`config.mk`:
```
export PLATFORM = sky130hd
export DESIGN_NAME = xhci_operational_regs
export DESIGN_NICKNAME = d
export VERILOG_FILES = /design/src/opregs_pkg.sv /design/src/xhci_operational_regs.sv
export SDC_FILE = /design/constraint.sdc
export NUM_CORES = 1
export LEC_CHECK = 0
export ABC_AREA = 1
export BUFFER_PORTS_ARGS = -buffer_cell sky130_fd_sc_hd__buf_2
export CORE_MARGIN = 3
export CORE_UTILIZATION = 40
export DETAILED_ROUTE_END_ITERATION = 10
export HOLD_SLACK_MARGIN = 0.12
export PLACE_DENSITY = 0.71
export SYNTH_ARGS = -nofsm -noshare
export SYNTH_HDL_FRONTEND = slang
export SYNTH_SLANG_ARGS = --single-unit
```
`constraint.sdc`:
```
create_clock -name clk -period 9.21 [get_ports clk]
set_input_delay 2.763 -clock clk [delete_from_list [all_inputs] [get_ports clk]]
set_output_delay 2.763 -clock clk [all_outputs]
set_load 0.02 [all_outputs]
```
`src/opregs_pkg.sv`:
```
// Constants and carrier types for the operational register bank
`default_nettype none
package opregs_pkg;
    // Byte offsets from the operational base
    localparam logic [31:0] OFS_COMMAND    = 32'h0000_0000;
    localparam logic [31:0] OFS_STATUS     = 32'h0000_0004;
    localparam logic [31:0] OFS_PAGE_SIZE  = 32'h0000_0008;
    localparam logic [31:0] OFS_NOTIFY     = 32'h0000_0014;
    localparam logic [31:0] OFS_RING_LO    = 32'h0000_0018;
    localparam logic [31:0] OFS_RING_HI    = 32'h0000_001c;
    localparam logic [31:0] OFS_CTX_LO     = 32'h0000_0030;
    localparam logic [31:0] OFS_CTX_HI     = 32'h0000_0034;
    // Command register bits
    localparam int CMD_RUN     = 0;
    localparam int CMD_CTRL_RESET = 1;
    localparam int CMD_IRQ_EN     = 2;
    localparam int CMD_SERR_EN    = 3;
    localparam int CMD_LRST    = 7;
    localparam int CMD_SAVE    = 8;
    localparam int CMD_RESTORE = 9;
    localparam int CMD_WRAP    = 10;
    localparam int CMD_U3      = 11;
    localparam logic [31:0] CMD_WMASK   = 32'h0000_0f8f;
    localparam logic [31:0] CMD_RESET   = 32'h0000_0000;
    // Status register reset value and bits
    localparam logic [31:0] STS_RESET   = 32'h0000_0801;
    // Page size field
    localparam logic [31:0] PAGE_SIZE_VAL = 32'h0000_0001;
    localparam logic [15:0] NOTIFY_RESET  = 16'h0000;
    localparam logic [63:0] PTR64_RESET   = 64'h0000_0000_0000_0000;
    localparam int RING_PTR_LSB = 6;
    localparam int RING_RUN_FLAG = 3;
    localparam int RING_ABORT    = 2;
    localparam int RING_STOP     = 1;
    localparam int RING_CYCLE    = 0;
    localparam int CTX_PTR_LSB  = 6;
    // Internal reset completion time
    localparam int CLK_PERIOD_NS = 5;
    localparam int RESET_TIME_NS = 100;
    localparam int RESET_CYCLES  =
        (RESET_TIME_NS + CLK_PERIOD_NS - 1) / CLK_PERIOD_NS;
    localparam logic [7:0] RESET_COUNT = 8'(RESET_CYCLES);

    typedef struct packed {
        logic        rd;
        logic        wr;
        logic [31:0] addr;
        logic [31:0] wdata;
    } mem_req_t;

    typedef struct packed {
        logic save_busy;
        logic restore_busy;
        logic ctrl_error;
        logic ring_running;
        logic save_restore_fail;
        logic port_change;
        logic event_irq;
        logic system_error;
    } engine_status_t;

    typedef struct packed {
        logic        run;
        logic        controller_reset_cmd;
        logic        light_reset_cmd;
        logic        save_state_cmd;
        logic        restore_state_cmd;
        logic        interrupter_master_en;
        logic        system_error_report_en;
        logic        wrap_event_en;
        logic        u3_frame_index_halt_en;
        logic [15:0] notify_type_mask;
        logic [63:0] ring_dequeue_ptr;
        logic        ring_abort_request;
        logic        ring_stop_request;
        logic        ring_cycle_bit;
        logic [63:0] context_array_ptr;
    } engine_ctrl_t;
endpackage : opregs_pkg
`default_nettype wire

```
`src/xhci_operational_regs.sv`:
```
// Operational register bank of the host controller
// Overview of operation
// - Command bits 11:7, 3:0 read/write
// - Status resets to 0000 0801h
// - Status error, ready, save/restore, halted read-only
// - Status bits 10, 4, 3, 2 clear on read
// - Page size reads one, read-only
// - Notify mask 15:0 read/write, resets zero
// - Ring control fields, resets zero
// - Context array pointer, resets zero
// - Reserved bits always read zero
// - Offsets decoded from BAR0 plus capability length
// - Command register resets to zero
`default_nettype none
module xhci_operational_regs
    import opregs_pkg::*;
(
    input  wire logic           clk,
    input  wire logic           rst,
    input  wire logic [31:0]    bar0_base,
    input  wire logic [7:0]     cap_length,
    input  wire mem_req_t       req,
    output logic [31:0]         rdata,
    output logic                rvalid,
    input  wire engine_status_t eng,
    output engine_ctrl_t        ctrl
);
    ////////////////////////////////////////////////////////////////////
    // Address decode
    logic [31:0] op_base;
    logic [31:0] rel;
    logic        hit_cmd;
    logic        hit_sts;
    logic        hit_page;
    logic        hit_notify;
    logic        hit_ring_lo;
    logic        hit_ring_hi;
    logic        hit_ctx_lo;
    logic        hit_ctx_hi;
    assign op_base     = bar0_base + {24'h000000, cap_length};
    assign rel         = req.addr - op_base;
    assign hit_cmd     = rel == OFS_COMMAND;
    assign hit_sts     = rel == OFS_STATUS;
    assign hit_page    = rel == OFS_PAGE_SIZE;
    assign hit_notify  = rel == OFS_NOTIFY;
    assign hit_ring_lo = rel == OFS_RING_LO;
    assign hit_ring_hi = rel == OFS_RING_HI;
    assign hit_ctx_lo  = rel == OFS_CTX_LO;
    assign hit_ctx_hi  = rel == OFS_CTX_HI;

    ////////////////////////////////////////////////////////////////////
    // Register state
    logic [31:0] command;
    logic        not_ready_flag;
    logic        halted_flag;
    logic        save_restore_error;
    logic        port_change_flag;
    logic        event_pending_flag;
    logic        system_error_flag;
    logic [15:0] notify_type_mask;
    logic [63:0] ring_ctl;
    logic [63:0] context_array_ptr;
    logic [7:0]  reset_cnt;
    logic        resetting;
    logic        wr_cmd;
    logic        sts_read;
    logic        reset_done;
    logic        soft_clear;
    logic [31:0] status_word;
    logic [31:0] next_rdata;

    assign wr_cmd     = req.wr && hit_cmd;
    assign sts_read   = req.rd && hit_sts;
    assign resetting  = reset_cnt != 8'h00;
    assign reset_done = reset_cnt == 8'h01;
    // Controller reset and light reset wipe the soft state
    assign soft_clear = command[CMD_CTRL_RESET] || command[CMD_LRST];

    // Command register
    always_ff @(posedge clk or posedge rst) begin
        if (rst) begin
            command <= CMD_RESET;
        end else if (reset_done) begin
            command <= CMD_RESET;
        end else if (command[CMD_LRST]) begin
            command <= CMD_RESET;
        end else if (wr_cmd) begin
            command <= req.wdata & CMD_WMASK;
        end
    end

    // Internal reset sequencer
    always_ff @(posedge clk or posedge rst) begin
        if (rst) begin
            reset_cnt <= RESET_COUNT;
        end else if (wr_cmd && req.wdata[CMD_CTRL_RESET] && !resetting) begin
            reset_cnt <= RESET_COUNT;
        end else if (resetting) begin
            reset_cnt <= reset_cnt - 8'h01;
        end
    end

    always_ff @(posedge clk or posedge rst) begin
        if (rst) begin
            not_ready_flag <= STS_RESET[11];
        end else begin
            not_ready_flag <= resetting && !reset_done;
        end
    end

    always_ff @(posedge clk or posedge rst) begin
        if (rst) begin
            halted_flag <= STS_RESET[0];
        end else begin
            halted_flag <= !command[CMD_RUN];
        end
    end

    ////////////////////////////////////////////////////////////////////
    // Read-to-clear event flags; a new event wins over the clear
    function automatic logic rc_next(input logic cur, input logic ev,
                                     input logic rd, input logic clr);
        rc_next = ev || (cur && !rd && !clr);
    endfunction : rc_next

    always_ff @(posedge clk or posedge rst) begin
        if (rst) begin
            save_restore_error <= STS_RESET[10];
            port_change_flag   <= STS_RESET[4];
            event_pending_flag <= STS_RESET[3];
            system_error_flag  <= STS_RESET[2];
        end else begin
            save_restore_error <= rc_next(save_restore_error,
                eng.save_restore_fail, sts_read, soft_clear);
            port_change_flag   <= rc_next(port_change_flag,
                eng.port_change, sts_read, soft_clear);
            event_pending_flag <= rc_next(event_pending_flag,
                eng.event_irq, sts_read, soft_clear);
            system_error_flag  <= rc_next(system_error_flag,
                eng.system_error, sts_read, soft_clear);
        end
    end

    ////////////////////////////////////////////////////////////////////
    // Notification mask, ring control, context pointer
    always_ff @(posedge clk or posedge rst) begin
        if (rst) begin
            notify_type_mask <= NOTIFY_RESET;
        end else if (command[CMD_CTRL_RESET]) begin
            notify_type_mask <= NOTIFY_RESET;
        end else if (req.wr && hit_notify) begin
            notify_type_mask <= req.wdata[15:0];
        end
    end

    always_ff @(posedge clk or posedge rst) begin
        if (rst) begin
            ring_ctl <= PTR64_RESET;
        end else if (soft_clear) begin
            ring_ctl <= PTR64_RESET;
        end else if (req.wr && hit_ring_lo) begin
            ring_ctl[31:0] <= {req.wdata[31:RING_PTR_LSB], 3'h0,
                               req.wdata[2:0]};
        end else if (req.wr && hit_ring_hi) begin
            ring_ctl[63:32] <= req.wdata;
        end
    end

    always_ff @(posedge clk or posedge rst) begin
        if (rst) begin
            context_array_ptr <= PTR64_RESET;
        end else if (command[CMD_CTRL_RESET]) begin
            context_array_ptr <= PTR64_RESET;
        end else if (req.wr && hit_ctx_lo) begin
            context_array_ptr[31:0] <=
                {req.wdata[31:CTX_PTR_LSB], 6'h00};
        end else if (req.wr && hit_ctx_hi) begin
            context_array_ptr[63:32] <= req.wdata;
        end
    end

    ////////////////////////////////////////////////////////////////////
    // Read path
    assign status_word = {19'h00000, eng.ctrl_error, not_ready_flag,
                          save_restore_error, eng.restore_busy,
                          eng.save_busy, 3'h0, port_change_flag,
                          event_pending_flag, system_error_flag, 1'b0,
                          halted_flag};
    assign next_rdata =
        !req.rd     ? 32'h0000_0000 :
        hit_cmd     ? command :
        hit_sts     ? status_word :
        hit_page    ? PAGE_SIZE_VAL :
        hit_notify  ? {16'h0000, notify_type_mask} :
        hit_ring_lo ? {ring_ctl[31:4], eng.ring_running,
                       ring_ctl[2:0]} :
        hit_ring_hi ? ring_ctl[63:32] :
        hit_ctx_lo  ? context_array_ptr[31:0] :
        hit_ctx_hi  ? context_array_ptr[63:32] :
                      32'h0000_0000;

    always_ff @(posedge clk or posedge rst) begin
        if (rst) begin
            rdata  <= 32'h0000_0000;
            rvalid <= 1'b0;
        end else begin
            rdata  <= next_rdata;
            rvalid <= req.rd;
        end
    end

    ////////////////////////////////////////////////////////////////////
    // Control outputs to the engines
    assign ctrl.run                    = command[CMD_RUN];
    assign ctrl.controller_reset_cmd   = command[CMD_CTRL_RESET];
    assign ctrl.light_reset_cmd        = command[CMD_LRST];
    assign ctrl.save_state_cmd         = command[CMD_SAVE];
    assign ctrl.restore_state_cmd      = command[CMD_RESTORE];
    assign ctrl.interrupter_master_en  = command[CMD_IRQ_EN];
    assign ctrl.system_error_report_en = command[CMD_SERR_EN];
    assign ctrl.wrap_event_en          = command[CMD_WRAP];
    assign ctrl.u3_frame_index_halt_en = command[CMD_U3];
    assign ctrl.notify_type_mask       = notify_type_mask;
    assign ctrl.ring_dequeue_ptr       = {ring_ctl[63:RING_PTR_LSB],
                                          6'h00};
    assign ctrl.ring_abort_request     = ring_ctl[RING_ABORT];
    assign ctrl.ring_stop_request      = ring_ctl[RING_STOP];
    assign ctrl.ring_cycle_bit         = ring_ctl[RING_CYCLE];
    assign ctrl.context_array_ptr      = context_array_ptr;
endmodule : xhci_operational_regs
`default_nettype wire

```
==> results.cfg, run 1 <==
[clock_tree]
cts-resized-gates = 0
clk_latency_ps = 440
cts_tree = built
htreeDepth = 4
root_buffer = clkbuf_16
cts_buffer_depth = 2
path_clk_slew_ps = 80
hold_buffers = 0
clock_sinks = 191
cts_setup_buffers = 0
numCtsBuffers = 17

[timing]
max_slew.worst_pin.slew_ps = 1040
holdWs_ps = 433
final_hold_viol_count = 0
finalCriticalPeriod_ps = 6870
setup_ws_ps = 2340
slew_violations = 0
fin_setup_tns_ps = 0
fin_crit_sh = 0.746
slew_headroom = 0.303
setup_viol = 0
rsz0062_at_grt = no
clock_skew_ps = 9.30
fmax_mhz = 145

[logic_synthesis]
synth_cells = 1891
synth_edf_count = 0
avgSynthCellArea_um2 = 6.77
synth_mux_area_frac = 0
synth_seq_cells = 191
synthSimpleGateAreaFrac = 0.296
synthTopCellsByArea = dfrtp_1 37%, nand2_1 18%, inv_1 11%
async_flop_share = 1.00
yosysMostFrequentCell = nand2_1
ys_top_cells_by_count = 601 x nand2_1, 383 x inv_1, 187 x dfrtp_1
synth_top_family_by_area = simple AND/OR/NAND/NOR gates
synth_warnings = 0
synth_seq_area_share = 0.374
synth_ff_type = dfrtp_1
synth_top_area_frac = 0.366
synth_compound_area_frac = 0.107
netlist_area_mm2 = 0.0128
synth_area_leader_cell = dfrtp_1
synth-adder-area-share = 0.0692
synth_cell_types = 42
synth-xor-area-share = 0.00548

[worst_setup_path]
r2r-end = ring_ctl[17]
ff2ff_path_depth = 6
crit_chain = buf_2 > fa_1 > inv_1 > ha_1 > nand2_1 > inv_1 > nand2_1 > nand3_1 > nand2_1 > nand2_1 > nand2_1 > nand2_1 > nor2_1 > and2_1 > nand3_1 > inv_2 > nand2_4 > nor2_4 > nand2_1 > nand2_2 > inv_2 > nand2_1 > o21ai_1
reg2reg_setup_slack_ps = 6110
worstPathArrival_ps = 7190
cpPeakStageDelay_ps = 580
cp_max_fo = 33
critical_path.endpoint_type = flip-flop
cp.required_ps = 9520
worstSetupStartpointType = primary input
reg2reg_from = command[1]
cpMostUsedCell = nand2_1
slowest_stage = nor2_4
critical_path_class = in -> reg

[hold_path]
hp-start = command[0]
whs_path_depth = 1
holdPathEnd = halted_flag
hold_class = reg -> reg

[routing]
routed_wl_mm = 43.0
post-route-drc-count = 0
ant_nets = 0
vias = 13000
routedWlPerCell_um = 16.8
drt_iter0_markers = 1274
vias_per_cell = 5.05
dr.pass1.iters = 6

[power_and_ir_drop]
leakagePower_nw = 8.77
p_per_area_mw_per_mm2 = 141
ir_worst_vdd_uv = 130
power_mw = 2.12

[floorplanning]
initial_utilization = 0.412
die_w_um = 185
num_rows = 64
core_area_mm2 = 0.0311
die_y_um = 185
io_pins = 305
die_area_mm2 = 0.0342

[placed_design]
place.gp.congestion = 0.956
post-place-ws_ps = 1930
port_buffers = 292
post-dp-hpwl_mm = 32.7
dpl_cell_area_mm2 = 0.0145

[global_routing]
grt_max_degree = 116
grt_pass1_wl_mm = 66.4
grt_pass1_vias = 12300
grt_usage = 0.248
antenna_found_initial = 1
grt_overflow_total = 0

[final_layout]
fillers = 3213
stdcell_area_mm2 = 0.0151
syn2layout_area_growth_pct = 17.8
drive_above_1_share = 0.185
seqCellArea_mm2 = 0.00478
layout.nets = 2335
multi_input_area_mm2 = 0.00618

[run]
cap_viol_max_count = 0

[outcome]
status = complete, no violations
critical path: cells and delay by family:
kind | cells | cell delay, ps
buf+inv | 5 | 670
compound gates | 1 | 70
simple gates | 15 | 2780
fa+ha+maj | 2 | 860
flip-flops by register name, summed over array words and instances, names as in the netlist:
signal	cells
rvalid	1
ring_ctl	61
notify_type_mask	16
halted_flag	1
command	9
event_pending_flag	1
context_array_ptr	58
port_change_flag	1
reset_cnt	8
rdata	32
not_ready_flag	1
save_restore_error	1
system_error_flag	1
power by group:
part,switching [mW],leakage (nW),internal [mW]
Clock,0.364,0.285,0.389
Combinational,0.338,6.01,0.159
Sequential,0.0162,2.47,0.854
per-layer routing:
layer	global-route usage	wire length, um
met1	0.325	18100
met2	0.414	20200
met3	0.0495	3710
met4	0.0753	996
met5	0	7
worst max path at each step:
stage                 startpoint                    to  slack (ps)  cells after the start
floorplan                    rst            command[0]        1250                      1
global placement    bar0_base[3]          ring_ctl[35]        2010                     19
detailed placement  bar0_base[3]          ring_ctl[36]        1930                     19
CTS                 bar0_base[3]          ring_ctl[36]        2380                     19
global route        bar0_base[4]          ring_ctl[36]        1900                     19
finish              bar0_base[3]  context_array_ptr[6]        2340                     23
cell usage in the layout, fill, tap and decap left out, types with 13 or more instances in the layout:
master	instances
a21oi_1	66
buf_2	292
clkbuf_16	17
dfrtp_1	187
ha_1	58
inv_1	382
nand2_1	601
nand3_1	77
nand4_1	13
nor2_1	155
nor3_1	19
o21ai_0	108
o21ai_1	24
cells by family after synthesis:
family,Yosys count
buffers and inverters,462
DFF,191
other,1
AOI/OAI and AO/OA,249
and+or+nand+nor,914
adders and majority gates,66
xor gates and xnor gates,8
metrics by stage:
stage	util	instances
finish	0.485	2564
global placement	0.466	2530
floorplan	-	1902
CTS	0.485	2562
detailed placement	0.466	2530
global route	0.485	2562
final cells by class:
| class | instances | area share |
|---|---|---|
| tap | 396 | 0.0329 |
| sequential | 191 | 0.317 |
| antenna | 2 | 0.000332 |
| clock inverter | 14 | 0.0112 |
| inverter | 395 | 0.0989 |
| clock buffer | 18 | 0.0285 |
| multi-input combinational | 1249 | 0.410 |
| timing repair buffer | 299 | 0.100 |
(Power assumes the default switching activity.)
==> run 2: changes to the inputs <==
Settings changed: PLACE_DENSITY 0.71 to 0.74.
Clock period 9.21 ns to 6.3 ns, I/O delays scaled along.
==> run 2 against run 1 <==
Compared with the run above: worst setup slack worse by 1500 ps; clock-buffer cell count is the same; via count is 1.1% higher; register-to-register slack got worse by 2500 ps; utilization up 0.31 points; combinational power up 44%; largest power group unchanged; flip-flop and latch count is the same; critical endpoint is now rdata[31]; design area increased by 0.63%; total power up 45%.
==> results.cfg, run 2 (synthesis gave the netlist of run 1 again) <==
[clock_tree]
cts_setup_buffers = 0
htreeDepth = 4
cts_buffer_depth = 2
cts_tree = built
root_buffer = clkbuf_16
hold_buffers = 0
clk_latency_ps = 440
cts-resized-gates = 0
clock_sinks = 191
path_clk_slew_ps = 80
numCtsBuffers = 17

[worst_setup_path]
worstSetupStartpointType = primary input
worstPathArrival_ps = 5770
critical_path.endpoint_type = flip-flop
cp_max_fo = 17
critical_path_class = in -> reg
ff2ff_path_depth = 7
cp.required_ps = 6650

[routing]
routed_wl_mm = 42.5
vias_per_cell = 5.09
vias = 13100
routedWlPerCell_um = 16.5
drt_iter0_markers = 1262
ant_nets = 0
post-route-drc-count = 0
dr.pass1.iters = 6

[final_layout]
syn2layout_area_growth_pct = 18.6
mostFrequentLayoutCell = nand2_1
largest_reg_flops = 61
drive_above_1_share = 0.190
layout.nets = 2347
reg.largest.list = ring_ctl: 61 flops, context_array_ptr: 58 flops, rdata: 32 flops
final_cell_mix = 601 x nand2_1, 382 x inv_1, 292 x buf_2
top_register = ring_ctl

[timing]
finalCriticalPeriod_ps = 5420
slew_headroom = 0.303
clock_skew_ps = 14.9
setup_viol = 0
fin_setup_tns_ps = 0
slew_violations = 0
rsz0062_at_grt = no
final_hold_viol_count = 0
fmax_mhz = 184
max_slew.worst_pin.slew_ps = 1050
fin_crit_sh = 0.860
setup_ws_ps = 880

[power_and_ir_drop]
switching_share = 0.334
p_switching_mw = 1.03
clkPwrFrac = 0.355
seq_power_share = 0.412
p_per_area_mw_per_mm2 = 203
power_frac_comb = 0.233
ir_worst_vdd_uv = 168
p_int_mw = 2.05
leakagePower_nw = 8.83

[hold_path]
whs_path_depth = 1
hold_class = reg -> reg

[global_routing]
grt_overflow_total = 0
grt_usage = 0.242
antenna_found_initial = 4
grt_pass1_wl_mm = 65.4
grt_pass1_vias = 12400
grt_max_degree = 192

[placed_design]
port_buffers = 292
post-place-ws_ps = 537
place.gp.congestion = 0.942
post-dp-hpwl_mm = 32.1

[run]
cap_viol_max_count = 0

[floorplanning]
core_area_mm2 = 0.0311
num_rows = 64
initial_utilization = 0.412
io_pins = 305
die_area_mm2 = 0.0342
die_y_um = 185
die_w_um = 185

[outcome]
status = complete, no violations
## run 2: cell types whose count changed in the layout (fill, tap and decap cells not counted), sizes merged
cell	before	now
clkinv	4	5
diode	2	1
inv	402	401
buf	299	311
## run 2: area by class of cell
type,count,area [um^2]
antenna,1,2.50
clock buffer,18,439
clock inverter,14,145
fill,3162,15900
inverter,395,1490
multi-input combinational,1249,6180
sequential,191,4780
tap,396,495
timing repair buffer,311,1630
## run 2: worst paths after layout
path                               from                    end  slack, ps
setup / recovery           bar0_base[5]              rdata[31]        880
hold / removal               command[0]            halted_flag        460
setup reg to reg             command[1]           ring_ctl[54]       3630
hold reg to reg              command[0]            halted_flag        460
max in group asynchronous           rst  context_array_ptr[36]       3780
min in group asynchronous           rst  context_array_ptr[16]       1750
## run 2: metrics by stage
step | total power, mW | hold slack, ps | util | instances | instance area [um^2]
floorplan | 1.80 | 442 | - | 1902 | 12800
global placement | 2.00 | 433 | 0.469 | 2542 | 14600
detailed placement | 2.01 | 450 | 0.469 | 2542 | 14600
CTS | 3.09 | 461 | 0.488 | 2574 | 15200
global route | 3.25 | 493 | 0.488 | 2575 | 15200
finish | 3.08 | 463 | 0.488 | 2575 | 15200
## run 2: power groups by stage
stage               clock [mW]  combinational [mW]  sequential (mW)
finish                    1.09               0.717             1.27
floorplan                    0               0.482             1.32
detailed placement           0               0.713             1.29
CTS                       1.10               0.717             1.27
global placement             0               0.707             1.29
global route              1.16               0.823             1.27
## run 2: worst max-delay path, stage by stage
cell and delay [ps]:
buf_2 110, fa_1 530, inv_1 40, ha_1 350, nand2_1 110, nor2_1 170, nand2_1 90, nand3_1 130
nand2_1 90, nand3_1 100, nand2_1 110, nor2_1 140, and2_1 170, nand3_1 90, inv_2 110, nand2_4 190
nor2_4 390, buf_4 250, inv_2 160, o21ai_0 240, o21ai_0 130, a21oi_1 150
## run 2: per-layer routing
metal / vias to the layer above / wire (um) / global-route usage
met4: 6 / 1420 / 0.0897
met5: - / 34 / 0
met2: 635 / 19800 / 0.406
met1: 6068 / 17400 / 0.310
li1: 6295 / - / -
met3: 99 / 3870 / 0.0491
==> run 3: changes to the inputs <==
Settings changed: BUFFER_PORTS_ARGS -buffer_cell sky130_fd_sc_hd__buf_2 to default, DONT_BUFFER_PORTS from default to 1, PLACE_DENSITY 0.74 to 0.65.
==> run 3 against run 2 <==
Compared with the run above: non-clock buffer count is 294 lower; global-route usage is 0.16 points lower; largest power group unchanged; via count is 11% lower; largest cell class unchanged; critical path type unchanged; critical endpoint is now rdata[0]; clock-buffer cell count did not move; sequential power is 3% higher.
==> results.cfg, run 3 (synthesis gave the netlist of run 1 again) <==
[clock_tree]
cts_buffer_depth = 2
cts_setup_buffers = 0
htreeDepth = 4
cts_tree = built
numCtsBuffers = 17
root_buffer = clkbuf_16
path_clk_slew_ps = 80
hold_buffers = 0
clock_sinks = 191
cts-resized-gates = 0
clk_latency_ps = 440

[hold_path]
whs_path_depth = 1
holdPathEnd = reset_cnt[7]
hold_class = reg -> reg
hp-start = reset_cnt[7]

[routing]
post-route-drc-count = 0
vias = 11700
drt_iter0_markers = 854
ant_nets = 0
vias_per_cell = 5.10
dr.pass1.iters = 7
routedWlPerCell_um = 18.3
routed_wl_mm = 41.7

[global_routing]
grt_pass1_vias = 11400
grt_pass1_wl_mm = 64.1
grt_max_degree = 192
antenna_found_initial = 4
grt_usage = 0.241
grt_overflow_total = 0

[placed_design]
post-place-ws_ps = 805
place.gp.congestion = 0.901
dpl_cell_area_mm2 = 0.0131
port_buffers = 0
dp_cells = 2248
post-dp-hpwl_mm = 30.8

[timing]
slew_violations = 0
fin_crit_sh = 0.809
clock_skew_ps = 15.9
fin_setup_tns_ps = 0
max_slew.worst_pin.slew_ps = 1060
fmax_mhz = 196
finalCriticalPeriod_ps = 5100
slew_headroom = 0.296
setup_ws_ps = 1200
rsz0062_at_grt = no
final_hold_viol_count = 0
setup_viol = 0

[run]
cap_viol_max_count = 0

[worst_setup_path]
reg2reg_setup_slack_ps = 3800
cp.required_ps = 6640
critical_path_class = in -> reg
worstSetupStartpointType = primary input
reg2reg_from = command[1]
cp_max_fo = 15
startpoint = bar0_base[7]
r2r-end = ring_ctl[54]
worstPathArrival_ps = 5440
critical_path.endpoint_type = flip-flop
ff2ff_path_depth = 5

[floorplanning]
die_w_um = 185
die_area_mm2 = 0.0342
core_area_mm2 = 0.0311
initial_utilization = 0.412
io_pins = 305
die_y_um = 185
num_rows = 64

[power_and_ir_drop]
p_per_area_mw_per_mm2 = 220
power_mw = 3.02
ir_worst_vdd_uv = 177
leakagePower_nw = 7.50

[final_layout]
reg.largest.list = ring_ctl: 61 flops, context_array_ptr: 58 flops, rdata: 32 flops
final_cell_mix = 601 x nand2_1, 382 x inv_1, 186 x dfrtp_1
layout.nets = 2053
drive_above_1_share = 0.0632
mostFrequentLayoutCell = nand2_1
stdcell_area_mm2 = 0.0137
syn2layout_area_growth_pct = 7.28
largest_reg_flops = 61
layout.cells.non_filler = 2284
top_register = ring_ctl

[outcome]
status = complete, no violations
[run 3: cell type report]
type	instances	area (um^2)
clock inverters	14	168
flip-flops and latches	191	4790
diodes	4	10.0
well taps	396	495
clock buffers	18	429
repair buffers	17	165
fillers	3326	17300
inverters	395	1490
multi-input cells	1249	6180
[run 3: layer usage]
layer  track usage  wire length (um)
met1         0.297             17100
met2         0.392             19100
met3        0.0860              4420
met4        0.0825              1090
met5             0                 0
[run 3: report_power, final]
group	leakage [nW]	total, mW	internal, mW	switching (mW)
Combinational	4.75	0.616	0.193	0.423
Sequential	2.47	1.31	1.25	0.0601
Clock	0.289	1.10	0.538	0.558
[run 3: critical path: stages]
cell,delay [ps]
fa_1,520
inv_1,40
ha_1,370
nand2_1,140
nor2_1,170
nand2_1,90
nand2_1,130
nand2_1,90
nand2_1,60
nand2_1,50
nand2_1,110
nand2_1,70
nor2_1,110
nand2_1,100
nor2_4,170
nand2_4,140
inv_1,530
nand4_1,180
nand2_1,120
nand2_1,50
nand2_1,60
nand2_1,50
a21oi_1,180
[run 3: per-stage QoR]
| step | hold WS [ps] | util |
|---|---|---|
| floorplan | 442 | - |
| global route | 494 | 0.442 |
| finish | 480 | 0.442 |
| CTS | 477 | 0.441 |
| detailed placement | 460 | 0.422 |
| global placement | 460 | 0.422 |
[run 3: worst max-delay path by stage]
stage                     cells past startpoint  slack [ps]                   end
after CTS                                    23        1250              rdata[0]
after global routing                         23         770              rdata[0]
final                                        23        1200              rdata[0]
after detailed placement                     21         800             rdata[21]
after global placement                       21         780             rdata[21]
after floorplan                              23        1510  notify_type_mask[15]
